File: src/logic/sid_defines.vh
// Constants of the servo sequence input decoder: register map, fields, codes.
// Included by the decoder files; holds definitions only.
`ifndef SID_DEFINES_VH
`define SID_DEFINES_VH
`define SID_FN_COAST        8'h36
`define SID_FN_EDIT         8'h37
`define SID_FN_ARSEL0       8'h39
`define SID_FN_ARSEL1       8'h3a
`define SID_FN_ADDR0        8'h3c
`define SID_FN_START        8'h40
`define SID_FN_INTDATA      8'h4d
`define SID_OUTFN_EDIT_RESP 8'h1d
`define SID_AR_FREQ_OFF     16'h0bb8
`define SID_REG_ASSIGN_LO   8'h00
`define SID_REG_ASSIGN_HI   8'h04
`define SID_REG_CTRL        8'h08
`define SID_REG_AR_SET0     8'h10
`define SID_REG_STATUS      8'h20
`define SID_REG_IRQ_STAT    8'h24
`define SID_REG_IRQ_MASK    8'h28
`define SID_REG_SEL_AR      8'h2c
`define SID_REG_OUT_ASSIGN  8'h30
`define SID_CTRL_LOCK_BIT   0
`define SID_CTRL_INTEN_BIT  1
`define SID_CTRL_SEQ_LSB    4
`define SID_SEQ_ERROR       2'h0
`define SID_SEQ_SEQUENTIAL  2'h1
`define SID_SEQ_HOMING      2'h2
`define SID_ASSIGN_RESET    32'h00000000
`define SID_AR_RESET        32'h00000bb8
`define SID_EV_START        0
`define SID_EV_ADDR_ERR     1
`define SID_EV_COAST        2
`define SID_EV_HOMING       3
`endif

File: src/logic/sid_ar_mem.v
// Small register memory holding the four anti-resonance settings.
// Assumes one synchronous writer and registered reads on the decoder clock.
`timescale 1ns/1ps
`include "sid_defines.vh"
module sid_ar_mem #(
  parameter DEPTH = 4,
  parameter AW    = 2,
  parameter DW    = 32
) (
  input  wire          clk,
  input  wire          resetn,
  input  wire          wr_en,
  input  wire [AW-1:0] wr_addr,
  input  wire [DW-1:0] wr_data,
  input  wire [AW-1:0] rd_addr_a,
  output reg  [DW-1:0] rd_data_a,
  input  wire [AW-1:0] rd_addr_b,
  output reg  [DW-1:0] rd_data_b
);
  reg [DW-1:0] mem [0:DEPTH-1];
  genvar g;
  generate
    for (g = 0; g < DEPTH; g = g + 1) begin : g_ent
      always @(posedge clk or negedge resetn) begin
        if (!resetn)
          mem[g] <= `SID_AR_RESET;
        else if (wr_en && wr_addr == g)
          mem[g] <= wr_data;
      end
    end
  endgenerate
  always @(posedge clk or negedge resetn) begin
    if (!resetn) begin
      rd_data_a <= {DW{1'b0}};
      rd_data_b <= {DW{1'b0}};
    end else begin
      rd_data_a <= mem[rd_addr_a];
      rd_data_b <= mem[rd_addr_b];
    end
  end
endmodule // sid_ar_mem

File: src/logic/sid_seq_decoder.v
// Servo sequence input decoder: assignable input terminals, coast override,
// edit permission, anti-resonance set selection, positioning address decode.
// Assumes terminals are asynchronous pins; registers reached over AXI4-Lite.
`timescale 1ns/1ps
`include "sid_defines.vh"
module sid_seq_decoder #(
  parameter NTERM = 8
) (
  input  wire             clk,
  input  wire             resetn,
  input  wire [NTERM-1:0] assignable_seq_input,
  input  wire             power_enable_req,
  input  wire             mode_req_valid,
  input  wire [1:0]       mode_req,
  output wire             power_stage_enable,
  output wire             coast_request,
  output wire             edit_mode_allowed,
  output wire             test_mode_allowed,
  output wire             param_write_allowed,
  output wire             edit_perm_response,
  output reg  [15:0]      antires_freq,
  output reg  [15:0]      antires_inertia,
  output reg              antires_enable,
  output reg  [3:0]       pos_entry,
  output reg              pos_start,
  output reg              seq_start,
  output reg              homing_start,
  output reg              addr_error,
  output wire             irq,
  input  wire [7:0]       s_axi_awaddr,
  input  wire             s_axi_awvalid,
  output wire             s_axi_awready,
  input  wire [31:0]      s_axi_wdata,
  input  wire [3:0]       s_axi_wstrb,
  input  wire             s_axi_wvalid,
  output wire             s_axi_wready,
  output reg  [1:0]       s_axi_bresp,
  output reg              s_axi_bvalid,
  input  wire             s_axi_bready,
  input  wire [7:0]       s_axi_araddr,
  input  wire             s_axi_arvalid,
  output wire             s_axi_arready,
  output reg  [31:0]      s_axi_rdata,
  output reg  [1:0]       s_axi_rresp,
  output reg              s_axi_rvalid,
  input  wire             s_axi_rready
);
  localparam MODE_MONITOR = 2'h0;
  localparam MODE_EDIT    = 2'h1;
  localparam MODE_TEST    = 2'h2;

  reg  [NTERM-1:0] sync1;
  reg  [NTERM-1:0] sync2;
  reg  [7:0]       assign_code [0:NTERM-1];
  reg  [7:0]       out_assign;
  reg  [31:0]      ctrl;
  reg  [3:0]       irq_stat;
  reg  [3:0]       irq_mask;
  reg  [1:0]       op_mode;
  reg              start_d;
  reg              coast_d;
  reg  [7:0]       aw_addr;
  reg              aw_have;
  reg  [31:0]      w_data;
  reg              w_have;
  wire [31:0]      ar_rd;
  wire [31:0]      ar_sel_rd;
  wire [NTERM-1:0] hit_coast;
  wire [NTERM-1:0] hit_edit;
  wire [NTERM-1:0] hit_sel0;
  wire [NTERM-1:0] hit_sel1;
  wire [NTERM-1:0] hit_start;
  wire [NTERM-1:0] hit_int;
  wire [NTERM-1:0] hit_ad0;
  wire [NTERM-1:0] hit_ad1;
  wire [NTERM-1:0] hit_ad2;
  wire [NTERM-1:0] hit_ad3;
  wire [NTERM-1:0] asg_edit;
  reg  [3:0]       next_irq_set;
  integer          i;

  always @(posedge clk or negedge resetn) begin
    if (!resetn) begin
      sync1 <= {NTERM{1'b0}};
      sync2 <= {NTERM{1'b0}};
    end else begin
      sync1 <= assignable_seq_input;
      sync2 <= sync1;
    end
  end

  genvar t;
  generate
    for (t = 0; t < NTERM; t = t + 1) begin : g_term
      assign hit_coast[t] = sync2[t] && assign_code[t] == `SID_FN_COAST;
      assign asg_edit[t]  = assign_code[t] == `SID_FN_EDIT;
      assign hit_edit[t]  = sync2[t] && asg_edit[t];
      assign hit_sel0[t]  = sync2[t] && assign_code[t] == `SID_FN_ARSEL0;
      assign hit_sel1[t]  = sync2[t] && assign_code[t] == `SID_FN_ARSEL1;
      assign hit_start[t] = sync2[t] && assign_code[t] == `SID_FN_START;
      assign hit_int[t]   = sync2[t] && assign_code[t] == `SID_FN_INTDATA;
      assign hit_ad0[t]   = sync2[t] && assign_code[t] == `SID_FN_ADDR0;
      assign hit_ad1[t]   = sync2[t] && assign_code[t] == `SID_FN_ADDR0 + 8'h01;
      assign hit_ad2[t]   = sync2[t] && assign_code[t] == `SID_FN_ADDR0 + 8'h02;
      assign hit_ad3[t]   = sync2[t] && assign_code[t] == `SID_FN_ADDR0 + 8'h03;
    end
  endgenerate

  wire       f_coast = |hit_coast;
  wire       f_edit  = |hit_edit;
  wire       edit_assigned = |asg_edit;
  wire       f_start = |hit_start;
  wire       f_int   = |hit_int;
  wire [1:0] f_sel   = {|hit_sel1, |hit_sel0};
  wire [3:0] f_addr  = {|hit_ad3, |hit_ad2, |hit_ad1, |hit_ad0};
  wire       perm    = f_edit || !edit_assigned;
  wire       lock    = ctrl[`SID_CTRL_LOCK_BIT];

  assign coast_request = f_coast;
  assign power_stage_enable = power_enable_req && !f_coast;
  assign edit_mode_allowed = f_edit || !edit_assigned;
  assign test_mode_allowed = f_edit || !edit_assigned;
  assign param_write_allowed = perm && !lock;
  assign edit_perm_response = out_assign == `SID_OUTFN_EDIT_RESP && f_edit;

  // Operating mode held by keypad or loader_tool requests.
  always @(posedge clk or negedge resetn) begin
    if (!resetn)
      op_mode <= MODE_MONITOR;
    else if (!edit_mode_allowed)
      op_mode <= MODE_MONITOR;
    else if (mode_req_valid)
      op_mode <= (mode_req == MODE_EDIT || mode_req == MODE_TEST) ? mode_req : MODE_MONITOR;
  end

  // Address taken at start rising edge from the current decoded bits.
  wire start_rise = f_start && !start_d;
  wire [1:0] seq_sel = ctrl[`SID_CTRL_SEQ_LSB+1:`SID_CTRL_SEQ_LSB];
  always @(posedge clk or negedge resetn) begin
    if (!resetn) begin
      start_d      <= 1'b0;
      coast_d      <= 1'b0;
      pos_entry    <= 4'h0;
      pos_start    <= 1'b0;
      seq_start    <= 1'b0;
      homing_start <= 1'b0;
      addr_error   <= 1'b0;
    end else begin
      start_d      <= f_start;
      coast_d      <= f_coast;
      pos_start    <= 1'b0;
      seq_start    <= 1'b0;
      homing_start <= 1'b0;
      addr_error   <= 1'b0;
      if (start_rise && ctrl[`SID_CTRL_INTEN_BIT] && f_int) begin
        pos_entry <= f_addr;
        if (f_addr != 4'h0)
          pos_start <= 1'b1;
        else if (seq_sel == `SID_SEQ_SEQUENTIAL)
          seq_start <= 1'b1;
        else if (seq_sel == `SID_SEQ_HOMING)
          homing_start <= 1'b1;
        else
          addr_error <= 1'b1;
      end
    end
  end

  // Pick set by select bits; host changes them only at standstill.
  wire wr_fire = aw_have && w_have && !s_axi_bvalid;
  wire ar_wr   = wr_fire && (aw_addr & 8'hf0) == `SID_REG_AR_SET0;
  sid_ar_mem #(.DEPTH(4), .AW(2), .DW(32)) u_mem (
    .clk       (clk),
    .resetn    (resetn),
    .wr_en     (ar_wr),
    .wr_addr   (aw_addr[3:2]),
    .wr_data   (w_data),
    .rd_addr_a (f_sel),
    .rd_data_a (ar_sel_rd),
    .rd_addr_b (s_axi_araddr[3:2]),
    .rd_data_b (ar_rd)
  );
  always @(posedge clk or negedge resetn) begin
    if (!resetn) begin
      antires_freq    <= 16'h0000;
      antires_inertia <= 16'h0000;
      antires_enable  <= 1'b0;
    end else begin
      antires_freq    <= ar_sel_rd[15:0];
      antires_inertia <= ar_sel_rd[31:16];
      antires_enable  <= ar_sel_rd[15:0] != `SID_AR_FREQ_OFF;
    end
  end

  // Events: start taken, address error, coast onset, homing.
  always @* begin
    next_irq_set = 4'h0;
    next_irq_set[`SID_EV_START]    = pos_start | seq_start;
    next_irq_set[`SID_EV_ADDR_ERR] = addr_error;
    next_irq_set[`SID_EV_COAST]    = f_coast && !coast_d;
    next_irq_set[`SID_EV_HOMING]   = homing_start;
  end
  assign irq = |(irq_stat & irq_mask);

  // AXI4-Lite write side; address and data accepted in either order.
  assign s_axi_awready = !aw_have;
  assign s_axi_wready  = !w_have;
  wire wmapped = aw_addr == `SID_REG_ASSIGN_LO || aw_addr == `SID_REG_ASSIGN_HI ||
                 aw_addr == `SID_REG_CTRL || aw_addr == `SID_REG_IRQ_STAT ||
                 aw_addr == `SID_REG_IRQ_MASK || aw_addr == `SID_REG_OUT_ASSIGN || ar_wr;
  always @(posedge clk or negedge resetn) begin
    if (!resetn) begin
      aw_have      <= 1'b0;
      w_have       <= 1'b0;
      aw_addr      <= 8'h00;
      w_data       <= 32'h00000000;
      s_axi_bvalid <= 1'b0;
      s_axi_bresp  <= 2'h0;
      ctrl         <= 32'h00000000;
      irq_mask     <= 4'h0;
      irq_stat     <= 4'h0;
      out_assign   <= 8'h00;
      for (i = 0; i < NTERM; i = i + 1)
        assign_code[i] <= 8'h00;
    end else begin
      if (s_axi_awvalid && !aw_have) begin
        aw_have <= 1'b1;
        aw_addr <= {s_axi_awaddr[7:2], 2'b00};
      end
      if (s_axi_wvalid && !w_have) begin
        w_have <= 1'b1;
        w_data <= s_axi_wdata;
      end
      if (s_axi_bvalid && s_axi_bready)
        s_axi_bvalid <= 1'b0;
      // Hardware set wins over a same-cycle write-one clear.
      irq_stat <= irq_stat | next_irq_set;
      if (wr_fire) begin
        aw_have      <= 1'b0;
        w_have       <= 1'b0;
        s_axi_bvalid <= 1'b1;
        s_axi_bresp  <= wmapped ? 2'h0 : 2'h2;
        for (i = 0; i < NTERM; i = i + 1)
          if (aw_addr == (i < 4 ? `SID_REG_ASSIGN_LO : `SID_REG_ASSIGN_HI))
            assign_code[i] <= w_data[(i%4)*8 +: 8];
        if (aw_addr == `SID_REG_CTRL)
          ctrl <= w_data & 32'h00000033;
        if (aw_addr == `SID_REG_IRQ_MASK)
          irq_mask <= w_data[3:0];
        if (aw_addr == `SID_REG_OUT_ASSIGN)
          out_assign <= w_data[7:0];
        if (aw_addr == `SID_REG_IRQ_STAT)
          irq_stat <= (irq_stat & ~w_data[3:0]) | next_irq_set;
      end
    end
  end

  // AXI4-Lite read side; registers answer one cycle after the address is taken and
  // the set memory two, so rdata never changes while rvalid stands.
  reg        rd_mem;
  assign s_axi_arready = !s_axi_rvalid && !rd_mem;
  reg [31:0] rmux;
  reg        rok;
  reg [7:0]  ra;
  always @* begin
    ra   = {s_axi_araddr[7:2], 2'b00};
    rok  = 1'b1;
    rmux = 32'h00000000;
    case (ra)
      `SID_REG_ASSIGN_LO:  rmux = {assign_code[3], assign_code[2], assign_code[1], assign_code[0]};
      `SID_REG_ASSIGN_HI:  rmux = {assign_code[7], assign_code[6], assign_code[5], assign_code[4]};
      `SID_REG_CTRL:       rmux = ctrl;
      `SID_REG_STATUS:     rmux = {20'h00000, f_sel, op_mode, f_addr,
                                   param_write_allowed, f_edit, f_start, f_coast};
      `SID_REG_IRQ_STAT:   rmux = {28'h0000000, irq_stat};
      `SID_REG_IRQ_MASK:   rmux = {28'h0000000, irq_mask};
      `SID_REG_SEL_AR:     rmux = ar_sel_rd;
      `SID_REG_OUT_ASSIGN: rmux = {24'h000000, out_assign};
      default:             rok  = ra[7:4] == 4'h1;
    endcase
  end
  always @(posedge clk or negedge resetn) begin
    if (!resetn) begin
      s_axi_rvalid <= 1'b0;
      s_axi_rdata  <= 32'h00000000;
      s_axi_rresp  <= 2'h0;
      rd_mem       <= 1'b0;
    end else if (rd_mem) begin
      s_axi_rvalid <= 1'b1;
      s_axi_rdata  <= ar_rd;
      rd_mem       <= 1'b0;
    end else if (s_axi_arvalid && !s_axi_rvalid) begin
      s_axi_rvalid <= ra[7:4] != 4'h1;
      s_axi_rdata  <= rmux;
      s_axi_rresp  <= rok ? 2'h0 : 2'h2;
      rd_mem       <= ra[7:4] == 4'h1;
    end else if (s_axi_rvalid && s_axi_rready) begin
      s_axi_rvalid <= 1'b0;
    end
  end
endmodule // sid_seq_decoder

File: config.mk
export PLATFORM = sky130hd
export DESIGN_NAME = sid_seq_decoder
export DESIGN_NICKNAME = d
export VERILOG_FILES = /design/src/logic/sid_ar_mem.v /design/src/logic/sid_seq_decoder.v
export VERILOG_INCLUDE_DIRS = /design/src /design/src/logic
export SDC_FILE = /design/constraint.sdc
export NUM_CORES = 1
export LEC_CHECK = 0
export ABC_AREA = 1
export ABC_CLOCK_PERIOD_IN_PS = 3160
export BUFFER_PORTS_ARGS = -buffer_cell sky130_fd_sc_hd__buf_2
export CORE_ASPECT_RATIO = 1.5
export CORE_MARGIN = 1.5
export CORE_UTILIZATION = 50
export CTS_CLUSTER_DIAMETER = 50
export DETAILED_ROUTE_END_ITERATION = 12
export PLACE_DENSITY = 0.7
export RECOVER_POWER = 100
export REMOVE_ABC_BUFFERS = 1
export SYNTH_ARGS = -nofsm -noshare
export SYNTH_HDL_FRONTEND = slang
export SYNTH_SLANG_ARGS = --single-unit
File: constraint.sdc
create_clock -name clk -period 3.16 [get_ports clk]
set_clock_uncertainty 0.1 [all_clocks]
set_input_delay 0.632 -clock clk [delete_from_list [all_inputs] [get_ports clk]]
set_output_delay 0.632 -clock clk [all_outputs]
set_load 0.1 [all_outputs]
==> impl_metrics.json, run 1 <==
{
  "run_status": "finished with violations",
  "violations_in_the_final_reports": "capacitance limit, slew limit",
  "initial_utilization": 0.5041,
  "synth.area.top_cells": "sky130_fd_sc_hd__dfrtp_1 (52%), sky130_fd_sc_hd__nand2_1 (15%), sky130_fd_sc_hd__o21ai_0 (6.1%), sky130_fd_sc_hd__inv_1 (4.3%), sky130_fd_sc_hd__dfstp_2 (4.0%)",
  "worst_ir_drop_vdd_mv": 0.6827,
  "ant_nets": 0,
  "critical_path_cell_by_cell": "inv_1 > nand2_1 > nor2_1 > nand3_1 > nand2_1 > nor2_1 > nand2_1 > and3_1 > buf_6",
  "dr_total_vias": 15824,
  "globalplace.congestion": 0.9549,
  "syn_area_per_cell_sq_um": 8.311,
  "via_per_inst": 5.512,
  "synth_simple_gate_area_frac": 0.2411,
  "final.setup.tns_ns": 0,
  "grt_overflow": 0,
  "synth.mux.area_fraction": 0.001832,
  "worst_path_most_repeated_cell": "sky130_fd_sc_hd__nand2_1",
  "worstHoldPathType": "input pin to register",
  "critical_path_cell_count": 9,
  "synthAdderAreaFrac": 0.001357,
  "timing_hold_violations_final": 0,
  "final.period_utilization": 0.9795,
  "highest_clock_frequency_the_design_can_meet_mhz": 323.1,
  "placed_cells": 2795,
  "power.switching_fraction": 0.3883,
  "design.die.area_sq_um": 38070,
  "r2r_setup_slack_ns": 0.35,
  "drt_first_iter_violations": 1209,
  "design_power_total_mw": 18.81,
  "critical_path.startpoint": "assign_code[35]",
  "crit_path_max_incr_delay_ns": 0.40,
  "insertedDiodeCount": 0,
  "tightestPinTransition_ns": 2.475,
  "synth_xor_area_frac": 0,
  "nFillCells": 3306,
  "postSynthCellCount": 2219,
  "grt_start_max_net_pins": 73,
  "clock_insertion_delay_at_the_later_pin_of_the_skew_report_ns": 0.55,
  "pin_count": 160,
  "clock_tree.root_cell": "sky130_fd_sc_hd__clkbuf_16",
  "power_density_nw_per_um2": 888.9,
  "number_of_global_route_vias_before_repair": 15722,
  "crit_required_ns": 2.43,
  "internal_dissipation_mw": 11.51,
  "num-nets-final": 2428,
  "worst_r2r_path_depth": 14,
  "grt_first_pass_wirelength_microns": 86100,
  "synth_top_cell_area_share": 0.5238,
  "numCtsBuffers": 41,
  "die_x_microns": 159.8,
  "cts-htree-levels": 2,
  "drt_first_pass_iters": 6,
  "synthFlopType": "sky130_fd_sc_hd__dfrtp_1",
  "syn-cell-area_sq_um": 18440,
  "cts.clk_slew.worst_paths_ns": 0.06,
  "sw_pwr_mw": 7.302,
  "max_cap_violations": 2,
  "synth_top_family_by_area": "simple AND/OR/NAND/NOR gates",
  "synth-compound-area-share": 0.1250,
  "area_growth_pct": 14.74,
  "hold_ws_ns": 0.08797,
  "crit-reg2reg-launch": "assign_code[7]",
  "synth_sequential_area_ratio": 0.5637,
  "groute.usage.overall": 0.2920,
  "setup_repair_after_global_routing_missed_its_margin": "true",
  "drt-wirelength-per-cell_microns": 18.89,
  "synth-seq-cells": 414,
  "timing.critical_path.fanout_max": 5,
  "grt_antenna_before_repair": 0,
  "share_seq_of_total_power": 0.442,
  "timing.final.max_slew_violations": 104,
  "final.min_clock_period_ns": 3.095,
  "cts_tree": "built",
  "drc_errors": 0,
  "synth.yosys.warnings": 0,
  "critical_path.top_delay_family": "simple AND/OR/NAND/NOR gates",
  "cp_num_buf_inv": 2,
  "number_of_core_rows": 86,
  "cts-root-to-sink-buffers": 3,
  "drive_above_1_share": 0.09845,
  "number_of_flops_mapped_to_enable_cells_by_yosys": 0,
  "dpl.hpwl_microns": 36200,
  "netlist.top_cell.by_area": "sky130_fd_sc_hd__dfrtp_1",
  "max-slew-margin-rel": -0.6501,
  "synthArstFlopShare": 1.000,
  "critical_path_cell_with_the_highest_stage_delay": "sky130_fd_sc_hd__dfrtp_1",
  "timing_worst_setup_path_type": "register to output pin",
  "cp-end-kind": "output pin",
  "io_buffer_count": 149,
  "critical_path.reg2reg.endpoint": "u_mem.rd_data_a[11]",
  "drt_wl_total_microns": 54220,
  "endpoint": "edit_perm_response",
  "power.static_leakage_nw": 10.29,
  "setup_violations": 0,
  "synth_common_cells": "sky130_fd_sc_hd__nand2_1 (727), sky130_fd_sc_hd__dfrtp_1 (386), sky130_fd_sc_hd__o21ai_0 (225)",
  "die-height_microns": 238.2,
  "share_clk_of_total_power": 0.278,
  "start_kind": "register",
  "combinationalPowerShare": 0.280,
  "synthMostInstantiatedCell": "sky130_fd_sc_hd__nand2_1",
  "worstPathArrival_ns": 2.36,
  "layout.cells.non_filler": 2871,
  "number_of_library_cell_types_mapped_by_synthesis": 41,
  "cts.sinks": 414,
  "design.core.area_sq_um": 36590
}
[worst min-delay path by stage]
stage / from / depth (start not counted) / to
finish: assignable_seq_input[3] / 1 / sync1[3]
global route: assignable_seq_input[3] / 1 / sync1[3]
CTS: assignable_seq_input[3] / 1 / sync1[3]
detailed placement: sync1[2] / 0 / sync2[2]
global placement: sync1[2] / 0 / sync2[2]
floorplan: sync1[0] / 0 / sync2[0]
[layer usage]
| layer | up-vias | GRT usage | part of all wire | routed length, microns |
|---|---|---|---|---|
| li1 | 7493 | - | - | - |
| met2 | 526 | 0.5064 | 0.50 | 27220 |
| met1 | 7661 | 0.3669 | 0.40 | 21900 |
| met4 | 0 | 0.1345 | 0.044 | 2376 |
| met3 | 144 | 0.03424 | 0.050 | 2727 |
| met5 | - | 0 | 0 | 0 |
[power by group through the flow]
stage / sequential (mW) / clock [mW] / combinational (mW)
after detailed placement: 8.36 / 0 / 5.37
after floorplan: 9.47 / 0 / 2.62
after global placement: 8.30 / 0 / 5.24
after global routing: 8.51 / 5.52 / 5.88
final: 8.31 / 5.24 / 5.26
after CTS: 8.28 / 5.32 / 5.41
[through the flow]
stage | setup WS, ns | utilization | area [sq um]
floorplan | -0.8492 | - | 18030
global placement | 0.3893 | 0.5430 | 19860
global route | -0.007891 | 0.5784 | 21160
finish | 0.06478 | 0.5784 | 21160
detailed placement | 0.3608 | 0.5430 | 19860
CTS | 0.01328 | 0.5839 | 21360
[layout make-up]
class,instances,area [sq um],share of cell area
Inverter,217,814.5,0.03850
Tap cell,484,605.6,0.02862
Clock buffer,57,1229,0.05807
Multi-Input combinational cell,1484,6844,0.3235
Timing Repair Buffer,197,1031,0.04873
Clock inverter,18,240.2,0.01135
Sequential cell,414,10400,0.4913
[flip-flops by register name, summed over array words and instances (netlist names), 2 cells and up]
| register | count |
|---|---|
| antires_freq | 16 |
| antires_inertia | 16 |
| assign_code | 64 |
| aw_addr | 6 |
| ctrl | 4 |
| irq_mask | 4 |
| irq_stat | 4 |
| op_mode | 2 |
| out_assign | 8 |
| pos_entry | 4 |
| s_axi_rdata | 32 |
| sync1 | 8 |
| sync2 | 8 |
| u_mem.mem | 128 |
| u_mem.rd_data_a | 32 |
| u_mem.rd_data_b | 32 |
| w_data | 32 |
[timing repair]
action | CTS | global route
endpoints found under the hold margin | 12 | 0
hold buffers | 1 | 0
gates resized for setup | 7 | 8
setup buffers | 0 | 0
endpoints found under the setup margin | 6 | 6
[cells by family after synthesis]
family | count (synthesis)
AOI/OAI and AO/OA | 392
and+or+nand+nor | 1085
adders and majority gates | 2
DFF | 414
buffers and inverters | 322
muxes | 3
other | 1
[cells in the final DEF, fill, tap and decap left out, types with 3 or more instances in the layout]
cell type / n
sky130_fd_sc_hd__nand2_1: 724
sky130_fd_sc_hd__dfrtp_1: 386
sky130_fd_sc_hd__o21ai_0: 236
sky130_fd_sc_hd__inv_1: 215
sky130_fd_sc_hd__nor2_1: 145
sky130_fd_sc_hd__nand3_1: 119
sky130_fd_sc_hd__clkbuf_1: 91
sky130_fd_sc_hd__buf_2: 59
sky130_fd_sc_hd__a21oi_1: 45
sky130_fd_sc_hd__clkbuf_16: 43
sky130_fd_sc_hd__o221ai_1: 40
sky130_fd_sc_hd__a22oi_1: 33
sky130_fd_sc_hd__nor3_1: 31
sky130_fd_sc_hd__nand4_1: 31
sky130_fd_sc_hd__buf_4: 28
sky130_fd_sc_hd__dfstp_2: 28
sky130_fd_sc_hd__a22o_1: 14
sky130_fd_sc_hd__nor2_2: 10
sky130_fd_sc_hd__clkbuf_8: 10
sky130_fd_sc_hd__o22ai_1: 8
sky130_fd_sc_hd__clkbuf_2: 8
sky130_fd_sc_hd__clkbuf_4: 7
sky130_fd_sc_hd__clkinv_2: 6
sky130_fd_sc_hd__o211ai_1: 5
sky130_fd_sc_hd__bufinv_16: 5
sky130_fd_sc_hd__buf_6: 5
sky130_fd_sc_hd__nand3b_1: 4
sky130_fd_sc_hd__nand2_2: 4
sky130_fd_sc_hd__or2_2: 4
sky130_fd_sc_hd__nor4_1: 4
sky130_fd_sc_hd__nand3_2: 3
sky130_fd_sc_hd__a221oi_1: 3
sky130_fd_sc_hd__o21bai_1: 3
sky130_fd_sc_hd__mux2_2: 3
sky130_fd_sc_hd__clkinvlp_4: 3
No activity file was read; power rests on OpenSTA's default activity.
==> run 2, diff against run 1 <==
--- a/config.mk
+++ b/config.mk
@@ -6,15 +6,14 @@
 export SDC_FILE = /design/constraint.sdc
 export NUM_CORES = 1
 export LEC_CHECK = 0
-export ABC_AREA = 1
 export ABC_CLOCK_PERIOD_IN_PS = 3160
 export BUFFER_PORTS_ARGS = -buffer_cell sky130_fd_sc_hd__buf_2
 export CORE_ASPECT_RATIO = 1.5
-export CORE_MARGIN = 1.5
-export CORE_UTILIZATION = 50
+export CORE_MARGIN = 2
+export CORE_UTILIZATION = 60
 export CTS_CLUSTER_DIAMETER = 50
 export DETAILED_ROUTE_END_ITERATION = 12
-export PLACE_DENSITY = 0.7
+export PLACE_DENSITY = 0.81
 export RECOVER_POWER = 100
 export REMOVE_ABC_BUFFERS = 1
 export SYNTH_ARGS = -nofsm -noshare
==> run 2 against run 1 <==
Count of clock-buffer cells in the layout decreased by 3. Global-route usage rose by 1.7 points. Critical path depth fell by 1. Critical endpoint is now param_write_allowed. Power decreased by 1.1%. Flip-flop and latch count unchanged. Area after synthesis shrank 1.6%. The flow finishes with violations (capacitance limit, slew limit, setup timing).
==> impl_metrics.json, run 2 <==
{
  "grt_start_max_net_pins": 98,
  "synth_xor_area_frac": 0,
  "placement.setup.worst_slack_ns": 0.1699,
  "timing.final.max_slew_violations": 95,
  "synth_sequential_area_ratio": 0.5727,
  "synth.area.top_cells": "sky130_fd_sc_hd__dfrtp_1 (53%), sky130_fd_sc_hd__mux2_2 (16%), sky130_fd_sc_hd__mux2i_1 (5.4%), sky130_fd_sc_hd__dfstp_2 (4.1%), sky130_fd_sc_hd__mux4_2 (4.0%)",
  "timing.critical_path.fanout_max": 4,
  "number_of_core_rows": 78,
  "crit_required_ns": 2.43,
  "cts_tree": "built",
  "dpl.hpwl_microns": 32070,
  "worstPathArrival_ns": 2.46,
  "cts-htree-levels": 2,
  "worstHoldPathType": "input pin to register",
  "synthFlopType": "sky130_fd_sc_hd__dfrtp_1",
  "wl_met2_microns": 25980,
  "run_status": "finished with violations",
  "grt_first_pass_wirelength_microns": 75400,
  "worst_ir_drop_vdd_mv": 0.7616,
  "clock_insertion_delay_at_the_later_pin_of_the_skew_report_ns": 0.54,
  "power_density_nw_per_um2": 873.8,
  "setup_violations": 4,
  "layout_top_registers": "u_mem.mem: 128 flops, assign_code: 64 flops",
  "hold_ws_ns": 0.09575,
  "place_area_sq_um": 19760,
  "drt_wl_total_microns": 48170,
  "synthMostInstantiatedCell": "sky130_fd_sc_hd__dfrtp_1",
  "start_kind": "register",
  "final.min_clock_period_ns": 3.193,
  "wl_met3_microns": 2605,
  "synth_common_cells": "sky130_fd_sc_hd__dfrtp_1 (386), sky130_fd_sc_hd__mux2_2 (250), sky130_fd_sc_hd__mux2i_1 (98)",
  "violations_in_the_final_reports": "capacitance limit, slew limit, setup timing",
  "cp_num_buf_inv": 2,
  "number_of_library_cell_types_mapped_by_synthesis": 65,
  "drt-wirelength-per-cell_microns": 24.96,
  "setup_repair_after_global_routing_missed_its_margin": "true",
  "synthAdderAreaFrac": 0.001379,
  "drc_errors": 0,
  "number_of_global_route_vias_before_repair": 13252,
  "synth-compound-area-share": 0.06604,
  "initial_utilization": 0.6038,
  "design_power_total_mw": 18.60,
  "synth.yosys.warnings": 0,
  "synth_top_family_by_area": "multiplexers",
  "synth.mux.area_fraction": 0.2495,
  "die-height_microns": 217.0,
  "cts.sinks": 414,
  "timing_hold_violations_final": 0,
  "num-nets-final": 1578,
  "largest_reg_flops": 128,
  "netlist.top_cell.by_area": "sky130_fd_sc_hd__dfrtp_1",
  "globalplace.congestion": 0.9462,
  "grt_antenna_before_repair": 0,
  "finalWorstSetupSlack_ns": -0.03328,
  "io_buffer_count": 149,
  "timing_worst_setup_path_type": "register to output pin",
  "critical_path.top_delay_family": "simple AND/OR/NAND/NOR gates",
  "area_growth_pct": 17.28,
  "max-slew-margin-rel": -0.2524,
  "pin_count": 160,
  "final_design_area_no_fill_sq_um": 21290,
  "drt_first_pass_iters": 6,
  "synth_simple_gate_area_frac": 0.08679,
  "ant_nets": 0,
  "highest_clock_frequency_the_design_can_meet_mhz": 313.2,
  "design.core.area_sq_um": 30060,
  "final.setup.tns_ns": -0.1009,
  "cts-root-to-sink-buffers": 3,
  "power.static_leakage_nw": 9.551,
  "layout_commonest_cell": "sky130_fd_sc_hd__dfrtp_1",
  "cts.clk_slew.worst_paths_ns": 0.07,
  "die_x_microns": 146.0,
  "synthArstFlopShare": 1.000,
  "drt_first_iter_violations": 879,
  "crit_path_max_incr_delay_ns": 0.42,
  "tightestPinTransition_ns": 1.879,
  "number_of_flops_mapped_to_enable_cells_by_yosys": 0,
  "synth-seq-cells": 414,
  "clock_tree.root_cell": "sky130_fd_sc_hd__clkbuf_16",
  "groute.usage.overall": 0.3089,
  "synth_top_cell_area_share": 0.5322,
  "highest_metal_layer_with_signal_wires": "met4",
  "wl_met1_microns": 17230,
  "design.die.area_sq_um": 31690,
  "dr_total_vias": 12441,
  "via_per_inst": 6.446,
  "critical_path_cell_with_the_highest_stage_delay": "sky130_fd_sc_hd__dfrtp_1",
  "final.period_utilization": 1.011,
  "max_cap_violations": 2,
  "layout.cells.most_common_list": "sky130_fd_sc_hd__dfrtp_1 (377), sky130_fd_sc_hd__mux2_2 (250), sky130_fd_sc_hd__mux2i_1 (98), sky130_fd_sc_hd__clkbuf_1 (88), sky130_fd_sc_hd__buf_2 (65)",
  "syn-cell-area_sq_um": 18150,
  "insertedDiodeCount": 0,
  "numCtsBuffers": 38,
  "syn_area_per_cell_sq_um": 13.72,
  "cp-end-kind": "output pin",
  "critical_path_cell_by_cell": "nor4bb_4 > and4_4 > o2bb2ai_2 > nor4_4 > a21boi_2 > buf_6 > nor2_4 > buf_12",
  "postSynthCellCount": 1323,
  "drive_above_1_share": 0.3706,
  "grt_overflow": 0,
  "regMostFlops": "u_mem.mem"
}
## run 2: cell count changes after synthesis, moves of 90 or more
cell,before,now
sky130_fd_sc_hd__nand3_1,119,29
sky130_fd_sc_hd__inv_1,212,16
sky130_fd_sc_hd__nor2_1,152,24
sky130_fd_sc_hd__mux2i_1,0,98
sky130_fd_sc_hd__nand2_1,727,46
sky130_fd_sc_hd__mux2_2,3,250
sky130_fd_sc_hd__o21ai_0,225,40
## run 2: final timing paths
path	start	endpoint	slack, ns	cells past startpoint
max	assign_code[30]	param_write_allowed	-0.03	8
min	assignable_seq_input[0]	sync1[0]	0.1	1
max reg2reg	assign_code[4]	pos_entry[2]	0.23	6
min reg2reg	sync1[0]	sync2[0]	0.25	0
max in group asynchronous	resetn	assign_code[50]	0.37	3
min in group asynchronous	resetn	w_data[16]	1.05	2
## run 2: area by class of cell
type / instances / area, sq um
clock buffer: 54 / 1082
clock inverter: 11 / 145.1
fill: 2084 / 8772
inverter: 16 / 65.06
multi-input combinational: 809 / 7630
sequential: 414 / 10410
tap: 400 / 500.5
timing repair buffer: 226 / 1458
## run 2: logic make-up after synthesis
| family | after synthesis |
|---|---|
| mux | 381 |
| flops | 414 |
| fa+ha+maj | 2 |
| buf+inv | 101 |
| compound gates | 165 |
| simple gates | 259 |
| other cells | 1 |
## run 2: worst reg2reg max path, stage by stage (launching register included)
cell and delay, ns:
sky130_fd_sc_hd__dfrtp_1 0.46, sky130_fd_sc_hd__or4b_1 0.56, sky130_fd_sc_hd__or4_1 0.50, sky130_fd_sc_hd__nand4_1 0.15
sky130_fd_sc_hd__nor4_1 0.12, sky130_fd_sc_hd__nor4b_4 0.54, sky130_fd_sc_hd__mux2_2 0.40
## run 2: metal layers
| metal | vias up | GRT usage |
|---|---|---|
| met5 | - | 0 |
| met4 | 0 | 0.1583 |
| met3 | 145 | 0.03732 |
| met2 | 526 | 0.5564 |
| met1 | 6432 | 0.3650 |
| li1 | 5338 | - |
## run 2: power by group
part	total (mW)	internal, mW	switching [mW]
Sequential	8.93	7.09	1.84
Clock	4.57	2.64	1.94
Combinational	5.09	2.11	2.98
## run 2: stage by stage
stage	utilization	instances
after floorplan	-	1239
after detailed placement	0.6572	1843
after global placement	0.6572	1843
final	0.7082	1930
after global routing	0.7082	1930
after CTS	0.7115	1928
## run 2: what timing repair did
item / CTS / global route
gates resized for setup: 50 / 6
hold endpoints to repair: 38 / 0
setup endpoints to repair: 6 / 6
hold buffers: 1 / 0
buffers inserted: 22 / 2
pin swaps: 20 / 2
